$ cat config.mk
export PLATFORM = sky130hd
export DESIGN_NAME = timer_pwm_unit
export DESIGN_NICKNAME = d
export VERILOG_FILES = /design/src/design/timer_pkg.sv /design/src/design/timer_pwm_unit.sv
export VERILOG_INCLUDE_DIRS = /design/src /design/src/design
export SDC_FILE = /design/constraint.sdc
export NUM_CORES = 1
export LEC_CHECK = 0
export BUFFER_PORTS_ARGS = -buffer_cell sky130_fd_sc_hd__buf_2
export CORE_MARGIN = 1
export CORE_UTILIZATION = 45
export DETAILED_ROUTE_END_ITERATION = 7
export GPL_ROUTABILITY_DRIVEN = 0
export PLACE_DENSITY = 0.7
export SYNTH_ARGS = -nofsm -noshare
export SYNTH_HDL_FRONTEND = slang
export SYNTH_SLANG_ARGS = --single-unit
$ cat constraint.sdc
create_clock -name aclk -period 3.5 [get_ports aclk]
set_input_delay 0.35 -clock aclk [delete_from_list [all_inputs] [get_ports aclk]]
set_output_delay 0.35 -clock aclk [all_outputs]
set_load 0.1 [all_outputs]
$ cat src/design/timer_defs.svh
// Register indices, field positions and reset values of the timer.
`ifndef TIMER_DEFS_SVH
`define TIMER_DEFS_SVH
// Register indices; the byte address is four times the index.
`define TMR_IDX_CTRL   6'h00
`define TMR_IDX_CNTH   6'h01
`define TMR_IDX_CNTL   6'h02
`define TMR_IDX_MODH   6'h03
`define TMR_IDX_MODL   6'h04
`define TMR_CH_BASE    5
`define TMR_CH_STRIDE  3
`define TMR_CH_CTRL    0
`define TMR_CH_VHI     1
`define TMR_CH_VLO     2
// Timer control byte fields.
`define TMR_TOF_BIT    7
`define TMR_OVERFLOW_IRQ_ENABLE_BIT   6
`define TMR_CAS_BIT    5
`define TMR_CLKS_HI    4
`define TMR_CLKS_LO    3
// Channel control byte fields.
`define TMR_CHF_BIT    7
`define TMR_CHCFG_HI   6
`define TMR_CHCFG_LO   2
// Reset values and bus answers.
`define TMR_CNT_RST    16'h0000
`define TMR_VAL_RST    16'h0000
`define TMR_CNT_MAX    16'hffff
`define TMR_RESP_OKAY  2'h0
`define TMR_RESP_DEC   2'h3
`endif

$ cat src/design/timer_pkg.sv
// Types shared by the timer design.
`default_nettype none
package timer_pkg;
  // Counter clock source choices.
  typedef enum logic [1:0] {
    CLK_NONE,
    CLK_BUS,
    CLK_FIXED,
    CLK_EXT
  } clk_sel_e;

  // Channel operating modes.
  typedef enum logic [1:0] {
    MODE_CAPTURE,
    MODE_COMPARE,
    MODE_EDGE_PWM,
    MODE_CENTER_PWM
  } chan_mode_e;

  // Software-written channel configuration.
  typedef struct packed {
    logic       channel_irq_enable;
    logic       mode_select_upper;
    logic       mode_select_lower;
    logic [1:0] edge_level_select;
  } ch_ctrl_s;
endpackage
`default_nettype wire

$ cat src/design/timer_pwm_unit.sv
// Timer with shared counter, capture, compare and PWM channels behind AXI4-Lite.
//
// Register access over AXI4-Lite and the placing of the registers were chosen for this implementation.
`default_nettype none
`include "timer_defs.svh"

// Contract
// - Channel values clear to zero on reset.
// - Capture read freezes both bytes until other.
// - Compare/PWM writes buffer; pair moves together.
// - Channel control write restarts byte pairing.
// - Clock select none, bus, fixed, external.
// - Halt in debug, stop in stop mode.
// - Center-align makes up/down, all channels center.
// - Up count wraps at terminal count.
// - Up/down ends last one clock each.
// - Overflow flag on terminal-to-zero wrap.
// - Overflow flag on up/down reversal at terminal count.
// - Overflow request level while flag and enable.
// - Counter read captures both bytes coherently.
// - Counter write resets count and capture.
// - Mode bits choose capture, compare or PWM.
// - Active edge copies counter into value.
// - Capture event sets channel flag.
// - Compare match drives pin, sets flag.
// - PWM: modulus period, value width, polarity.
// - Edge PWM: zero gives 0%, above modulus 100%.
// - Edge PWM duty updates at counter zero, center PWM at the up/down reversal at terminal count.
// - Capture edge select rising, falling, either.
// - Compare action none, toggle, clear, set.
// - PWM edge select picks pulse polarity.
// - Flag clears by read then zero write.
module timer_pwm_unit #(
  parameter int NCH = 2
) (
  input  wire logic           aclk,
  input  wire logic           aresetn,
  input  wire logic [7:0]     awaddr,
  input  wire logic           awvalid,
  output var  logic           awready,
  input  wire logic [31:0]    wdata,
  input  wire logic [3:0]     wstrb,
  input  wire logic           wvalid,
  output var  logic           wready,
  output var  logic [1:0]     bresp,
  output var  logic           bvalid,
  input  wire logic           bready,
  input  wire logic [7:0]     araddr,
  input  wire logic           arvalid,
  output var  logic           arready,
  output var  logic [31:0]    rdata,
  output var  logic [1:0]     rresp,
  output var  logic           rvalid,
  input  wire logic           rready,
  input  wire logic           debug_halt,
  input  wire logic           stop_mode,
  input  wire logic           fixed_clk_tick,
  input  wire logic           ext_clk_in,
  input  wire logic [NCH-1:0] ch_pin_in,
  output var  logic [NCH-1:0] ch_pin_out,
  output var  logic [NCH-1:0] ch_pin_oe,
  output var  logic           overflow_irq,
  output var  logic [NCH-1:0] channel_irq
);

  // ************************************************************
  // Decoding helpers
  // ************************************************************

  // True when an index names register k of channel n.
  function automatic logic ch_hit(input logic [5:0] idx, input int n, input int k);
    return idx == 6'(`TMR_CH_BASE + `TMR_CH_STRIDE * n + k);
  endfunction

  // True when an index names any register of the map.
  function automatic logic mapped(input logic [5:0] idx);
    return idx < 6'(`TMR_CH_BASE + `TMR_CH_STRIDE * NCH);
  endfunction

  // Channel mode from the center-align bit and the mode select bits.
  function automatic timer_pkg::chan_mode_e mode_of(input logic cas,
                                                    input timer_pkg::ch_ctrl_s c);
    if (cas) return timer_pkg::MODE_CENTER_PWM;
    if (c.mode_select_upper) return timer_pkg::MODE_EDGE_PWM;
    if (c.mode_select_lower) return timer_pkg::MODE_COMPARE;
    return timer_pkg::MODE_CAPTURE;
  endfunction

  // ************************************************************
  // State
  // ************************************************************

  logic                   awready_reg, wready_reg, bvalid_reg, arready_reg, rvalid_reg;
  logic [1:0]             bresp_reg, rresp_reg;
  logic [7:0]             rdata_reg, aw_addr_reg, w_data_reg;
  logic                   w_strb_reg;
  logic                   tof_reg, tof_arm_reg, overflow_irq_enable_reg, cas_reg, ext_prev_reg;
  timer_pkg::clk_sel_e    clk_sel_reg;
  logic [15:0]            cnt_reg, cnt_buf_reg, mod_reg, mod_buf_reg;
  logic                   dir_up_reg, cnt_latch_reg, cnt_first_hi_reg;
  logic                   mod_hi_reg, mod_lo_reg, ovf_irq_reg;
  timer_pkg::ch_ctrl_s    ctrl_reg [NCH];
  logic [15:0]            value_reg [NCH];
  logic [15:0]            vbuf_reg [NCH];
  logic [15:0]            rbuf_reg [NCH];
  logic [NCH-1:0]         flag_reg, arm_reg, vhi_reg, vlo_reg, pend_reg;
  logic [NCH-1:0]         rlatch_reg, rfirst_hi_reg, pin_prev_reg;
  logic [NCH-1:0]         pin_out_reg, pin_oe_reg, ch_irq_reg;

  logic                   wr_go, rd_en, tick, up_wrap, reverse, tof_event;
  logic [5:0]             wr_idx, rd_idx;
  logic [15:0]            term;
  logic [7:0]             rd_byte;
  timer_pkg::chan_mode_e  mode [NCH];
  logic [NCH-1:0]         match, cap_ev, ch_ev;

  assign awready      = awready_reg;
  assign wready       = wready_reg;
  assign bvalid       = bvalid_reg;
  assign bresp        = bresp_reg;
  assign arready      = arready_reg;
  assign rvalid       = rvalid_reg;
  assign rresp        = rresp_reg;
  assign rdata        = {24'h000000, rdata_reg};
  assign overflow_irq = ovf_irq_reg;
  assign channel_irq  = ch_irq_reg;
  assign ch_pin_out   = pin_out_reg;
  assign ch_pin_oe    = pin_oe_reg;

  // ************************************************************
  // AXI4-Lite slave
  // ************************************************************

  // A write acts once address and data are both held, wstrb[0] was set and no answer is pending.
  assign wr_go  = ~awready_reg & ~wready_reg & ~bvalid_reg & w_strb_reg;
  assign wr_idx = aw_addr_reg[7:2];
  assign rd_en  = arvalid & arready_reg;
  assign rd_idx = araddr[7:2];

  // Write channels: address and data are taken in either order.
  always_ff @(posedge aclk) begin
    if (!aresetn) begin
      awready_reg <= 1'b1;
      wready_reg  <= 1'b1;
      bvalid_reg  <= 1'b0;
      bresp_reg   <= `TMR_RESP_OKAY;
      aw_addr_reg <= 8'h00;
      w_data_reg  <= 8'h00;
      w_strb_reg  <= 1'b0;
    end else begin
      if (awvalid && awready_reg) begin
        aw_addr_reg <= awaddr;
        awready_reg <= 1'b0;
      end
      if (wvalid && wready_reg) begin
        w_data_reg <= wdata[7:0];
        w_strb_reg <= wstrb[0];
        wready_reg <= 1'b0;
      end
      if (!awready_reg && !wready_reg && !bvalid_reg) begin
        bvalid_reg <= 1'b1;
        bresp_reg  <= mapped(wr_idx) ? `TMR_RESP_OKAY : `TMR_RESP_DEC;
      end
      if (bvalid_reg && bready) begin
        bvalid_reg  <= 1'b0;
        awready_reg <= 1'b1;
        wready_reg  <= 1'b1;
      end
    end
  end

  // Read data selection; latched buffers answer while a pair is open.
  always_comb begin
    rd_byte = 8'h00;
    unique case (rd_idx)
      `TMR_IDX_CTRL: rd_byte = {tof_reg, overflow_irq_enable_reg, cas_reg, clk_sel_reg, 3'h0};
      `TMR_IDX_CNTH: rd_byte = cnt_latch_reg ? cnt_buf_reg[15:8] : cnt_reg[15:8];
      `TMR_IDX_CNTL: rd_byte = cnt_latch_reg ? cnt_buf_reg[7:0] : cnt_reg[7:0];
      `TMR_IDX_MODH: rd_byte = mod_reg[15:8];
      `TMR_IDX_MODL: rd_byte = mod_reg[7:0];
      default: begin
        for (int n = 0; n < NCH; n++) begin
          if (ch_hit(rd_idx, n, `TMR_CH_CTRL))
            rd_byte = {flag_reg[n], ctrl_reg[n], 2'h0};
          if (ch_hit(rd_idx, n, `TMR_CH_VHI))
            rd_byte = rlatch_reg[n] ? rbuf_reg[n][15:8] : value_reg[n][15:8];
          if (ch_hit(rd_idx, n, `TMR_CH_VLO))
            rd_byte = rlatch_reg[n] ? rbuf_reg[n][7:0] : value_reg[n][7:0];
        end
      end
    endcase
  end

  // Read channel: the answer is registered at the edge that takes the address.
  always_ff @(posedge aclk) begin
    if (!aresetn) begin
      arready_reg <= 1'b1;
      rvalid_reg  <= 1'b0;
      rdata_reg   <= 8'h00;
      rresp_reg   <= `TMR_RESP_OKAY;
    end else if (rd_en) begin
      arready_reg <= 1'b0;
      rvalid_reg  <= 1'b1;
      rdata_reg   <= rd_byte;
      rresp_reg   <= mapped(rd_idx) ? `TMR_RESP_OKAY : `TMR_RESP_DEC;
    end else if (rvalid_reg && rready) begin
      arready_reg <= 1'b1;
      rvalid_reg  <= 1'b0;
    end
  end

  // ************************************************************
  // Counter
  // ************************************************************

  // Counting clock enable from the selected source, held off in debug and stop.
  always_comb begin
    unique case (clk_sel_reg)
      timer_pkg::CLK_BUS:   tick = 1'b1;
      timer_pkg::CLK_FIXED: tick = fixed_clk_tick;
      timer_pkg::CLK_EXT:   tick = ext_clk_in & ~ext_prev_reg;
      default:              tick = 1'b0;
    endcase
    tick = tick & ~debug_halt & ~stop_mode;
  end

  assign term      = (mod_reg == 16'h0000) ? `TMR_CNT_MAX : mod_reg;
  assign up_wrap   = tick & ~cas_reg & (cnt_reg == term);
  assign reverse   = tick & cas_reg & dir_up_reg & (cnt_reg == term);
  assign tof_event = up_wrap | reverse;

  // Counter steps; a write to either counter byte restarts it.
  always_ff @(posedge aclk) begin
    if (!aresetn) begin
      cnt_reg    <= `TMR_CNT_RST;
      dir_up_reg <= 1'b1;
    end else if (wr_go && (wr_idx == `TMR_IDX_CNTH || wr_idx == `TMR_IDX_CNTL)) begin
      cnt_reg    <= `TMR_CNT_RST;
      dir_up_reg <= 1'b1;
    end else if (tick) begin
      if (!cas_reg) begin
        cnt_reg <= up_wrap ? `TMR_CNT_RST : cnt_reg + 16'h0001;
      end else if (dir_up_reg) begin
        if (cnt_reg == term) begin
          cnt_reg    <= cnt_reg - 16'h0001;
          dir_up_reg <= 1'b0;
        end else begin
          cnt_reg <= cnt_reg + 16'h0001;
        end
      end else if (cnt_reg == 16'h0000) begin
        cnt_reg    <= 16'h0001;
        dir_up_reg <= 1'b1;
      end else begin
        cnt_reg <= cnt_reg - 16'h0001;
      end
    end
  end

  // Counter read capture: the first byte read freezes both.
  always_ff @(posedge aclk) begin
    if (!aresetn) begin
      cnt_latch_reg    <= 1'b0;
      cnt_first_hi_reg <= 1'b0;
      cnt_buf_reg      <= `TMR_CNT_RST;
    end else if (wr_go && (wr_idx == `TMR_IDX_CNTH || wr_idx == `TMR_IDX_CNTL)) begin
      cnt_latch_reg <= 1'b0;
    end else if (rd_en && (rd_idx == `TMR_IDX_CNTH || rd_idx == `TMR_IDX_CNTL)) begin
      if (!cnt_latch_reg) begin
        cnt_latch_reg    <= 1'b1;
        cnt_first_hi_reg <= rd_idx == `TMR_IDX_CNTH;
        cnt_buf_reg      <= cnt_reg;
      end else if ((rd_idx == `TMR_IDX_CNTH) != cnt_first_hi_reg) begin
        cnt_latch_reg <= 1'b0;
      end
    end
  end

  // Timer control and overflow flag; a new overflow beats the clearing write.
  always_ff @(posedge aclk) begin
    if (!aresetn) begin
      tof_reg      <= 1'b0;
      tof_arm_reg  <= 1'b0;
      overflow_irq_enable_reg     <= 1'b0;
      cas_reg      <= 1'b0;
      clk_sel_reg  <= timer_pkg::CLK_NONE;
      ext_prev_reg <= 1'b0;
      ovf_irq_reg  <= 1'b0;
    end else begin
      ext_prev_reg <= ext_clk_in;
      ovf_irq_reg  <= tof_reg & overflow_irq_enable_reg;
      if (wr_go && wr_idx == `TMR_IDX_CTRL) begin
        overflow_irq_enable_reg    <= w_data_reg[`TMR_OVERFLOW_IRQ_ENABLE_BIT];
        cas_reg     <= w_data_reg[`TMR_CAS_BIT];
        clk_sel_reg <= timer_pkg::clk_sel_e'(w_data_reg[`TMR_CLKS_HI:`TMR_CLKS_LO]);
      end
      if (tof_event) begin
        tof_reg     <= 1'b1;
        tof_arm_reg <= 1'b0;
      end else begin
        if (rd_en && rd_idx == `TMR_IDX_CTRL && tof_reg)
          tof_arm_reg <= 1'b1;
        if (wr_go && wr_idx == `TMR_IDX_CTRL && !w_data_reg[`TMR_TOF_BIT] && tof_arm_reg) begin
          tof_reg     <= 1'b0;
          tof_arm_reg <= 1'b0;
        end
      end
    end
  end

  // Modulus pairing: both bytes move together; a control write drops a half pair.
  always_ff @(posedge aclk) begin
    if (!aresetn) begin
      mod_reg     <= `TMR_CNT_RST;
      mod_buf_reg <= `TMR_CNT_RST;
      mod_hi_reg  <= 1'b0;
      mod_lo_reg  <= 1'b0;
    end else if (wr_go && wr_idx == `TMR_IDX_CTRL) begin
      mod_hi_reg <= 1'b0;
      mod_lo_reg <= 1'b0;
    end else if (wr_go && wr_idx == `TMR_IDX_MODH) begin
      mod_buf_reg[15:8] <= w_data_reg;
      mod_hi_reg        <= ~mod_lo_reg;
      mod_lo_reg        <= 1'b0;
      if (mod_lo_reg)
        mod_reg <= {w_data_reg, mod_buf_reg[7:0]};
    end else if (wr_go && wr_idx == `TMR_IDX_MODL) begin
      mod_buf_reg[7:0] <= w_data_reg;
      mod_lo_reg       <= ~mod_hi_reg;
      mod_hi_reg       <= 1'b0;
      if (mod_hi_reg)
        mod_reg <= {mod_buf_reg[15:8], w_data_reg};
    end
  end

  // ************************************************************
  // Channels
  // ************************************************************

  // Per-channel mode, compare match and selected capture edge.
  always_comb begin
    for (int n = 0; n < NCH; n++) begin
      mode[n]  = mode_of(cas_reg, ctrl_reg[n]);
      match[n] = tick & (cnt_reg == value_reg[n]) & (mode[n] != timer_pkg::MODE_CAPTURE);
      unique case (ctrl_reg[n].edge_level_select)
        2'h1:    cap_ev[n] = ch_pin_in[n] & ~pin_prev_reg[n];
        2'h2:    cap_ev[n] = ~ch_pin_in[n] & pin_prev_reg[n];
        2'h3:    cap_ev[n] = ch_pin_in[n] ^ pin_prev_reg[n];
        default: cap_ev[n] = 1'b0;
      endcase
      cap_ev[n] = cap_ev[n] & (mode[n] == timer_pkg::MODE_CAPTURE);
      ch_ev[n]  = cap_ev[n] | match[n];
    end
  end

  // Channel configuration and flags; an event beats the clearing write.
  always_ff @(posedge aclk) begin
    if (!aresetn) begin
      flag_reg     <= '0;
      arm_reg      <= '0;
      ch_irq_reg   <= '0;
      pin_prev_reg <= '0;
      for (int n = 0; n < NCH; n++)
        ctrl_reg[n] <= '0;
    end else begin
      pin_prev_reg <= ch_pin_in;
      for (int n = 0; n < NCH; n++) begin
        ch_irq_reg[n] <= flag_reg[n] & ctrl_reg[n].channel_irq_enable;
        if (wr_go && ch_hit(wr_idx, n, `TMR_CH_CTRL))
          ctrl_reg[n] <= timer_pkg::ch_ctrl_s'(w_data_reg[`TMR_CHCFG_HI:`TMR_CHCFG_LO]);
        if (ch_ev[n]) begin
          flag_reg[n] <= 1'b1;
          arm_reg[n]  <= 1'b0;
        end else begin
          if (rd_en && ch_hit(rd_idx, n, `TMR_CH_CTRL) && flag_reg[n])
            arm_reg[n] <= 1'b1;
          if (wr_go && ch_hit(wr_idx, n, `TMR_CH_CTRL) && arm_reg[n]
              && !w_data_reg[`TMR_CHF_BIT]) begin
            flag_reg[n] <= 1'b0;
            arm_reg[n]  <= 1'b0;
          end
        end
      end
    end
  end

  // Channel value: capture, paired writes and the buffered PWM update.
  always_ff @(posedge aclk) begin
    if (!aresetn) begin
      vhi_reg  <= '0;
      vlo_reg  <= '0;
      pend_reg <= '0;
      for (int n = 0; n < NCH; n++) begin
        value_reg[n] <= `TMR_VAL_RST;
        vbuf_reg[n]  <= `TMR_VAL_RST;
      end
    end else begin
      for (int n = 0; n < NCH; n++) begin
        if (cap_ev[n])
          value_reg[n] <= cnt_reg;
        if (pend_reg[n] && (mode[n] == timer_pkg::MODE_EDGE_PWM ? cnt_reg == 16'h0000
                                                                 : reverse)) begin
          value_reg[n] <= vbuf_reg[n];
          pend_reg[n]  <= 1'b0;
        end
        if (wr_go && ch_hit(wr_idx, n, `TMR_CH_CTRL)) begin
          vhi_reg[n]  <= 1'b0;
          vlo_reg[n]  <= 1'b0;
          pend_reg[n] <= 1'b0;
        end else if (wr_go && (ch_hit(wr_idx, n, `TMR_CH_VHI) ||
                               ch_hit(wr_idx, n, `TMR_CH_VLO))) begin
          if (ch_hit(wr_idx, n, `TMR_CH_VHI)) begin
            vbuf_reg[n][15:8] <= w_data_reg;
            vhi_reg[n]        <= ~vlo_reg[n];
            vlo_reg[n]        <= 1'b0;
          end else begin
            vbuf_reg[n][7:0] <= w_data_reg;
            vlo_reg[n]       <= ~vhi_reg[n];
            vhi_reg[n]       <= 1'b0;
          end
          if (ch_hit(wr_idx, n, `TMR_CH_VHI) ? vlo_reg[n] : vhi_reg[n]) begin
            if (mode[n] == timer_pkg::MODE_EDGE_PWM || mode[n] == timer_pkg::MODE_CENTER_PWM)
              pend_reg[n] <= 1'b1;
            else if (ch_hit(wr_idx, n, `TMR_CH_VHI))
              value_reg[n] <= {w_data_reg, vbuf_reg[n][7:0]};
            else
              value_reg[n] <= {vbuf_reg[n][15:8], w_data_reg};
          end
        end
      end
    end
  end

  // Capture read pairing: the first byte read freezes both bytes.
  always_ff @(posedge aclk) begin
    if (!aresetn) begin
      rlatch_reg    <= '0;
      rfirst_hi_reg <= '0;
      for (int n = 0; n < NCH; n++)
        rbuf_reg[n] <= `TMR_VAL_RST;
    end else begin
      for (int n = 0; n < NCH; n++) begin
        if (wr_go && ch_hit(wr_idx, n, `TMR_CH_CTRL)) begin
          rlatch_reg[n] <= 1'b0;
        end else if (rd_en && mode[n] == timer_pkg::MODE_CAPTURE &&
                     (ch_hit(rd_idx, n, `TMR_CH_VHI) || ch_hit(rd_idx, n, `TMR_CH_VLO))) begin
          if (!rlatch_reg[n]) begin
            rlatch_reg[n]    <= 1'b1;
            rfirst_hi_reg[n] <= ch_hit(rd_idx, n, `TMR_CH_VHI);
            rbuf_reg[n]      <= value_reg[n];
          end else if (ch_hit(rd_idx, n, `TMR_CH_VHI) != rfirst_hi_reg[n]) begin
            rlatch_reg[n] <= 1'b0;
          end
        end
      end
    end
  end

  // Pin drive for compare and PWM; the pin is released in capture or with 00.
  always_ff @(posedge aclk) begin
    if (!aresetn) begin
      pin_out_reg <= '0;
      pin_oe_reg  <= '0;
    end else begin
      for (int n = 0; n < NCH; n++) begin
        pin_oe_reg[n] <= (mode[n] != timer_pkg::MODE_CAPTURE) &&
                         (ctrl_reg[n].edge_level_select != 2'h0);
        unique case (mode[n])
          timer_pkg::MODE_COMPARE: begin
            if (match[n]) begin
              unique case (ctrl_reg[n].edge_level_select)
                2'h1:    pin_out_reg[n] <= ~pin_out_reg[n];
                2'h2:    pin_out_reg[n] <= 1'b0;
                2'h3:    pin_out_reg[n] <= 1'b1;
                default: pin_out_reg[n] <= pin_out_reg[n];
              endcase
            end
          end
          timer_pkg::MODE_EDGE_PWM: begin
            if (up_wrap)
              pin_out_reg[n] <= (value_reg[n] == 16'h0000) ? ctrl_reg[n].edge_level_select[0]
                                                           : ~ctrl_reg[n].edge_level_select[0];
            else if (match[n])
              pin_out_reg[n] <= ctrl_reg[n].edge_level_select[0];
          end
          timer_pkg::MODE_CENTER_PWM: begin
            if (match[n])
              pin_out_reg[n] <= dir_up_reg ? ctrl_reg[n].edge_level_select[0]
                                           : ~ctrl_reg[n].edge_level_select[0];
            else if (reverse && (value_reg[n] == 16'h0000 || value_reg[n][15]))
              pin_out_reg[n] <= ctrl_reg[n].edge_level_select[0];
          end
          default: pin_out_reg[n] <= pin_out_reg[n];
        endcase
      end
    end
  end

endmodule
`default_nettype wire

==> out/qor.yml, run 1 <==
hp-start: "ext_clk_in"
rsz0062_at_grt: "no"
grt_pass1_vias: 10010
fp.dieW_microns: 171.5
worst_pin_slew_ns: 0.9480
fin_skew_ns: 0.01958
worstSkewPairLatency_ns: 0.56
post-route-period-util_pct: 95.64
r2r_setup_slack_ns: 0.15
synthFlopType: "dfxtp_1"
coreArea_sq_um: 28010
ant_nets: 0
die_y_microns: 171.5
area_delta_synth_final_pct: 14.04
holdWs_ns: 0.02272
overflow: 0
start_kind: "register"
viasPerCell: 6.059
clkTransAtPathRegs_ns: 0.06
fin_ws_ns: 0.1525
synthArstFlopShare_pct: 0
timing.setup.tns_ns: 0
finalSetupViolations: 0
max_slew_margin_pct: 36.71
synth.avg_cell_area_sq_um: 9.443
worst_r2r_path_depth: 11
finalMaxSlewViolations: 0
cts_tree: "yes"
port-buffer-count: 57
finalNetCount: 1510
die_area_sq_um: 29410
end_kind: "register"
cp_max_fo: 16
num_antenna_cells: 0
mostFrequentLayoutCells: "dfxtp_1 (127), nor2_1 (122), nand2_1 (120)"
hold_path_class: "in -> reg"
crit_slowest_cell: "nor4_2"
timing.rr.end: "cnt_reg[4]$_SDFFE_PP0N_"
synth_cell_types: 86
ys_ff_latch: 235
grt_usage_pct: 26.46
worstPathArrival_ns: 3.81
path_cells: "nor4_2 > buf_4 > a41oi_1 > xnor2_1 > nor4_2 > nand4_2 > nand2_1 > buf_4 > nor2_1 > o21a_1 > o32ai_1"
initial_core_util_pct: 46.15
grt_antenna_before_repair: 0
maxCapViolCount: 0
drc: 0
ioPinCount: 113
grt_max_degree: 50
dp_slack_ns: 0.1785
drt_iter0_drc: 1313
r2r_start: "mod_reg[4]$_SDFFE_PN0P_"
yosysWarnings: 0
cts_buffers: 27
cp_top_family: "simple AND/OR/NAND/NOR gates"
synth_area_sq_um: 12930
rows: 61
hold_depth: 2
finalCriticalPeriod_ns: 3.347
final_layout_size_suffix_gt1_share_pct: 15.38
clock_path_buffers: 3
synth_edf_count: 106
p_per_area_nw_per_um2: 444.7
required_ns: 3.96
final_common_cell: "dfxtp_1"
via_count: 11080
power_leakage_nw: 5.618
outcome: "finished clean"
critPathBufInv: 2
htree_levels: 1
clockRootBuffer: "clkbuf_16"
worst-setup-path-type: "reg -> reg"
critPathMaxStageDelay_ns: 0.49
synth-seq-area-share_pct: 44.60
synth_cells: 1369
routedWlPerCell_microns: 21.23
grt_pass1_wl_microns: 58710
place_hpwl_microns: 27790
hold_viol: 0
hold_end: "ext_prev_reg$_SDFF_PN0_"
cts_sinks: 235
ir_worst_vdd_mv: 0.4062
dr.pass1.iters: 6
routed_wl_microns: 38800
clock.fmax_mhz: 298.7
[kinds of logic (layout without fill, tap and decap cells)]
| group | Yosys count | count (layout) | share of synthesized area, % |
|---|---|---|---|
| adder cells (fa/ha/maj) | 16 | 16 | 1.549 |
| AO/OA/AOI/OAI | 323 | 323 | 17.69 |
| other | 1 | 24 | 0.02901 |
| AND/OR/NAND/NOR | 488 | 488 | 19.08 |
| XOR/XNOR | 59 | 59 | 3.997 |
| flip-flops | 235 | 235 | 44.60 |
| multiplexers | 93 | 93 | 7.530 |
| buffers and inverters | 154 | 212 | 5.526 |
[stage by stage]
stage	power [mW]	cells	instance area (sq um)	util [%]
floorplan	3.497	1392	13020	-
global route	6.738	1828	14740	52.63
finish	6.556	1828	14740	52.63
detailed placement	3.626	1777	13750	49.09
CTS	6.578	1827	14700	52.46
global placement	3.618	1777	13750	49.09
[synth_stat cells, types with 21 or more instances]
cell type	instances	area, sq um
nor2_1	123	461.7
nor4_1	25	156.4
nand3_1	41	205.2
edfxtp_1	106	3183
dfxtp_1	129	2582
a211oi_1	27	202.7
nor2b_1	37	231.5
and2_1	30	187.7
a21oi_1	82	410.4
inv_1	24	90.09
nor3_1	21	105.1
xnor2_1	36	315.3
mux2i_1	86	860.8
nand2_1	120	450.4
clkbuf_1	79	296.5
buf_4	30	225.2
xor2_1	23	201.4
o21ai_0	51	255.2
[layer usage]
layer | vias up | global-route usage, % | wire, microns
li1 | 5109 | - | -
met1 | 5228 | 36.91 | 16510
met2 | 629 | 40.43 | 16870
met3 | 109 | 4.119 | 3793
met4 | 0 | 11.57 | 1632
met5 | - | 0 | 0
[final cells by class]
cell class	count	area [sq um]
Clock buffer	34	743.2
Clock inverter	16	201.4
Sequential cell	235	5768
Fill cell	2545	13270
Timing Repair Buffer	137	898.4
Tap cell	378	473.0
Multi-Input combinational cell	1003	6565
Inverter	25	93.84
[worst max-delay path by stage]
stage / endpoint / start / cells past startpoint / slack (ns)
floorplan: value_reg[1][0]$_DFFE_PP_ / wready$_SDFFE_PP1P_ / 8 / 0.009
global placement: cnt_reg[4]$_SDFFE_PP0N_ / mod_reg[4]$_SDFFE_PN0P_ / 11 / 0.30
detailed placement: cnt_reg[4]$_SDFFE_PP0N_ / mod_reg[4]$_SDFFE_PN0P_ / 11 / 0.18
CTS: cnt_reg[4]$_SDFFE_PP0N_ / mod_reg[4]$_SDFFE_PN0P_ / 11 / 0.06
global route: value_reg[0][13]$_SDFFCE_PP0P_ / mod_reg[4]$_SDFFE_PN0P_ / 11 / 0.02
finish: cnt_reg[4]$_SDFFE_PP0N_ / mod_reg[4]$_SDFFE_PN0P_ / 11 / 0.15
[power by group]
| group | leakage (nW) | switching [mW] | internal [mW] |
|---|---|---|---|
| clock | 0.460 | 1.17 | 1.81 |
| sequential | 2.14 | 0.0910 | 2.94 |
| combinational | 3.02 | 0.427 | 0.122 |
[worst register-to-register path, stage by stage (launching register included)]
cell     delay, ns
dfxtp_1       0.39
nor4_2        0.32
buf_4         0.29
a41oi_1       0.16
xnor2_1       0.20
nor4_2        0.49
nand4_2       0.28
nand2_1       0.32
buf_4         0.27
nor2_1        0.09
o21a_1        0.18
o32ai_1       0.26
[timing repair]
action,4_1_cts,5_1_grt
setup buffers,0,1
endpoints found under the setup margin,0,19
endpoints found under the hold margin,0,0
hold buffers,0,0
gates resized for setup,0,5
No activity file was read; power rests on OpenSTA's default activity.
==> inputs of run 2 (changes only) <==
--- a/config.mk
+++ b/config.mk
@@ -6,12 +6,13 @@
 export SDC_FILE = /design/constraint.sdc
 export NUM_CORES = 1
 export LEC_CHECK = 0
+export ABC_AREA = 1
 export BUFFER_PORTS_ARGS = -buffer_cell sky130_fd_sc_hd__buf_2
 export CORE_MARGIN = 1
 export CORE_UTILIZATION = 45
 export DETAILED_ROUTE_END_ITERATION = 7
 export GPL_ROUTABILITY_DRIVEN = 0
-export PLACE_DENSITY = 0.7
+export PLACE_DENSITY = 0.65
 export SYNTH_ARGS = -nofsm -noshare
 export SYNTH_HDL_FRONTEND = slang
 export SYNTH_SLANG_ARGS = --single-unit
==> run 2 against run 1 <==
Against the previous run: sequential share of layout area shrank 0.47 points; critical path type unchanged; global-route usage is 1.5 points higher; via count rose by 12%; sequential power barely moved; synthesized cell count rose by 28%; largest power group unchanged; count of clock-buffer cells in the layout did not move; largest cell class unchanged.
==> out/qor.yml, run 2 <==
place_hpwl_microns: 31610
hold_depth: 3
grt_pass1_vias: 11180
htree_levels: 1
cp-startpoint: "mod_reg[7]$_SDFFE_PN0P_"
synth-seq-area-share_pct: 43.10
rows: 62
timing.setup.tns_ns: 0
synth_edf_count: 106
fin_ws_ns: 0.5220
dp_slack_ns: 0.6165
synth_area_leaders: "edfxtp_1 (24%), dfxtp_1 (19%), nand2_1 (8.8%)"
routed_wl_microns: 42880
end_kind: "register"
area_delta_synth_final_pct: 11.51
worstPathArrival_ns: 3.26
finalMaxSlewViolations: 0
num_antenna_cells: 0
port-buffer-count: 57
initial_core_util_pct: 46.23
rsz0062_at_grt: "no"
p_per_area_nw_per_um2: 432.5
grt_max_degree: 76
fin_skew_ns: 0.01321
power_leakage_nw: 5.941
clkTransAtPathRegs_ns: 0.06
dr.pass1.iters: 5
cts_buffers: 26
cts_resized: 0
final_layout_size_suffix_gt1_share_pct: 13.36
cts_tree: "yes"
outcome: "finished clean"
yosys.area.top_type_share_pct: 23.80
die_area_sq_um: 30420
finalSetupViolations: 0
required_ns: 3.79
hold_viol: 0
drc: 0
endpoint: "value_reg[1][7]$_DFFE_PP_"
synth.largest_area_cell: "edfxtp_1"
r2r_setup_slack_ns: 0.52
worst_r2r_path_depth: 17
hold_path_class: "in -> reg"
maxCapViolCount: 0
synth_cell_types: 56
worst-setup-path-type: "reg -> reg"
cts_sinks: 235
routedWlPerCell_microns: 19.40
synthFlopType: "dfxtp_1"
drt_iter0_drc: 1310
ioPinCount: 113
clock_path_buffers: 3
post-route-period-util_pct: 85.08
ir_worst_vdd_mv: 0.3211
synth.avg_cell_area_sq_um: 7.631
cts_setup_buffers: 0
timing.rr.end: "value_reg[1][7]$_DFFE_PP_"
via_count: 12360
yosys-top-cells-count: "nand2_1 (315), nor2_1 (248), inv_1 (190), dfxtp_1 (129), o21ai_0 (125)"
die_y_microns: 174.4
yosysWarnings: 0
start_kind: "register"
coreArea_sq_um: 28940
cp_max_fo: 32
synth.most_common_cell: "nand2_1"
fin_util_pct: 51.55
grt_pass1_wl_microns: 65370
p_total_mw: 6.451
worst_pin_slew_ns: 0.9866
ctsHoldBuffers: 1
viasPerCell: 5.592
fp.dieW_microns: 174.4
ys_ff_latch: 235
worstSkewPairLatency_ns: 0.55
ant_nets: 0
finalCriticalPeriod_ns: 2.978
clockRootBuffer: "clkbuf_16"
synth_area_sq_um: 13380
clock.fmax_mhz: 335.8
finalNetCount: 1888
synthArstFlopShare_pct: 0
mostFrequentLayoutCells: "nand2_1 (315), nor2_1 (248), inv_1 (190)"
grt_usage_pct: 28.00
final_common_cell: "nand2_1"
overflow: 0
r2r_start: "mod_reg[7]$_SDFFE_PN0P_"
synth_cells: 1753
max_slew_margin_pct: 34.13
grt_antenna_before_repair: 0
## run 2: report_power, final
group | internal (mW) | total (mW) | switching, mW
Combinational | 0.108 | 0.596 | 0.489
Clock | 1.67 | 2.84 | 1.17
Sequential | 2.94 | 3.01 | 0.0694
Total | 4.73 | 6.45 | 1.73
## run 2: metal layers
| layer | track usage, % | wire length [microns] | up-vias |
|---|---|---|---|
| met5 | 0 | 0 | - |
| met4 | 10.20 | 1540 | 0 |
| met3 | 5.687 | 4074 | 84 |
| met2 | 43.21 | 18840 | 583 |
| met1 | 38.66 | 18430 | 5775 |
| li1 | - | - | 5917 |
## run 2: logic make-up after synthesis
group | share of synthesized area (%)
other | 0.02803
and+or+nand+nor | 25.55
xor gates and xnor gates | 2.881
buffers and inverters | 10.60
adders and majority gates | 1.497
DFF | 43.10
AOI/OAI and AO/OA | 16.34
## run 2: stage by stage
stage | hold WS [ns] | instance area [sq um] | instances
final | 0.03262 | 14920 | 2210
after global routing | 0.04441 | 14920 | 2210
after CTS | 0.02048 | 14920 | 2210
after detailed placement | 0.4391 | 14020 | 2162
after global placement | 0.4197 | 14020 | 2162
after floorplan | 0.4103 | 13460 | 1776
## run 2: layout make-up
class	instances	area, sq um
fill	2825	14020
multi-input combinational	1218	6280
sequential	235	5766
inverter	220	825.8
clock buffer	34	718.2
timing repair buffer	106	680.7
tap	384	480.5
clock inverter	13	165.2
## run 2: worst min path at each step
stage	end	start
6_report	pin_prev_reg[1]$_SDFF_PN0_	ch_pin_in[1]
5_1_grt	pin_prev_reg[0]$_SDFF_PN0_	ch_pin_in[0]
4_1_cts	pin_prev_reg[0]$_SDFF_PN0_	ch_pin_in[0]
3_5_place_dp	mod_lo_reg$_SDFFE_PP0P_	mod_hi_reg$_SDFFE_PP0P_
3_3_place_gp	mod_lo_reg$_SDFFE_PP0P_	mod_hi_reg$_SDFFE_PP0P_
2_1_floorplan	mod_lo_reg$_SDFFE_PP0P_	mod_hi_reg$_SDFFE_PP0P_
## run 2: critical path, stage by stage (launching register included)
cell	delay, ns
dfxtp_1	0.34
nor2_1	0.11
nand2_1	0.06
nor2_1	0.13
nand2_2	0.38
nand2_1	0.17
nand2_1	0.07
nand2_1	0.10
nor2_1	0.06
nand2_1	0.11
nor2_4	0.05
nand3_4	0.13
nand2_4	0.12
nand2_4	0.16
nand4_4	0.29
buf_12	0.27
nand4_1	0.09
nand2_1	0.08
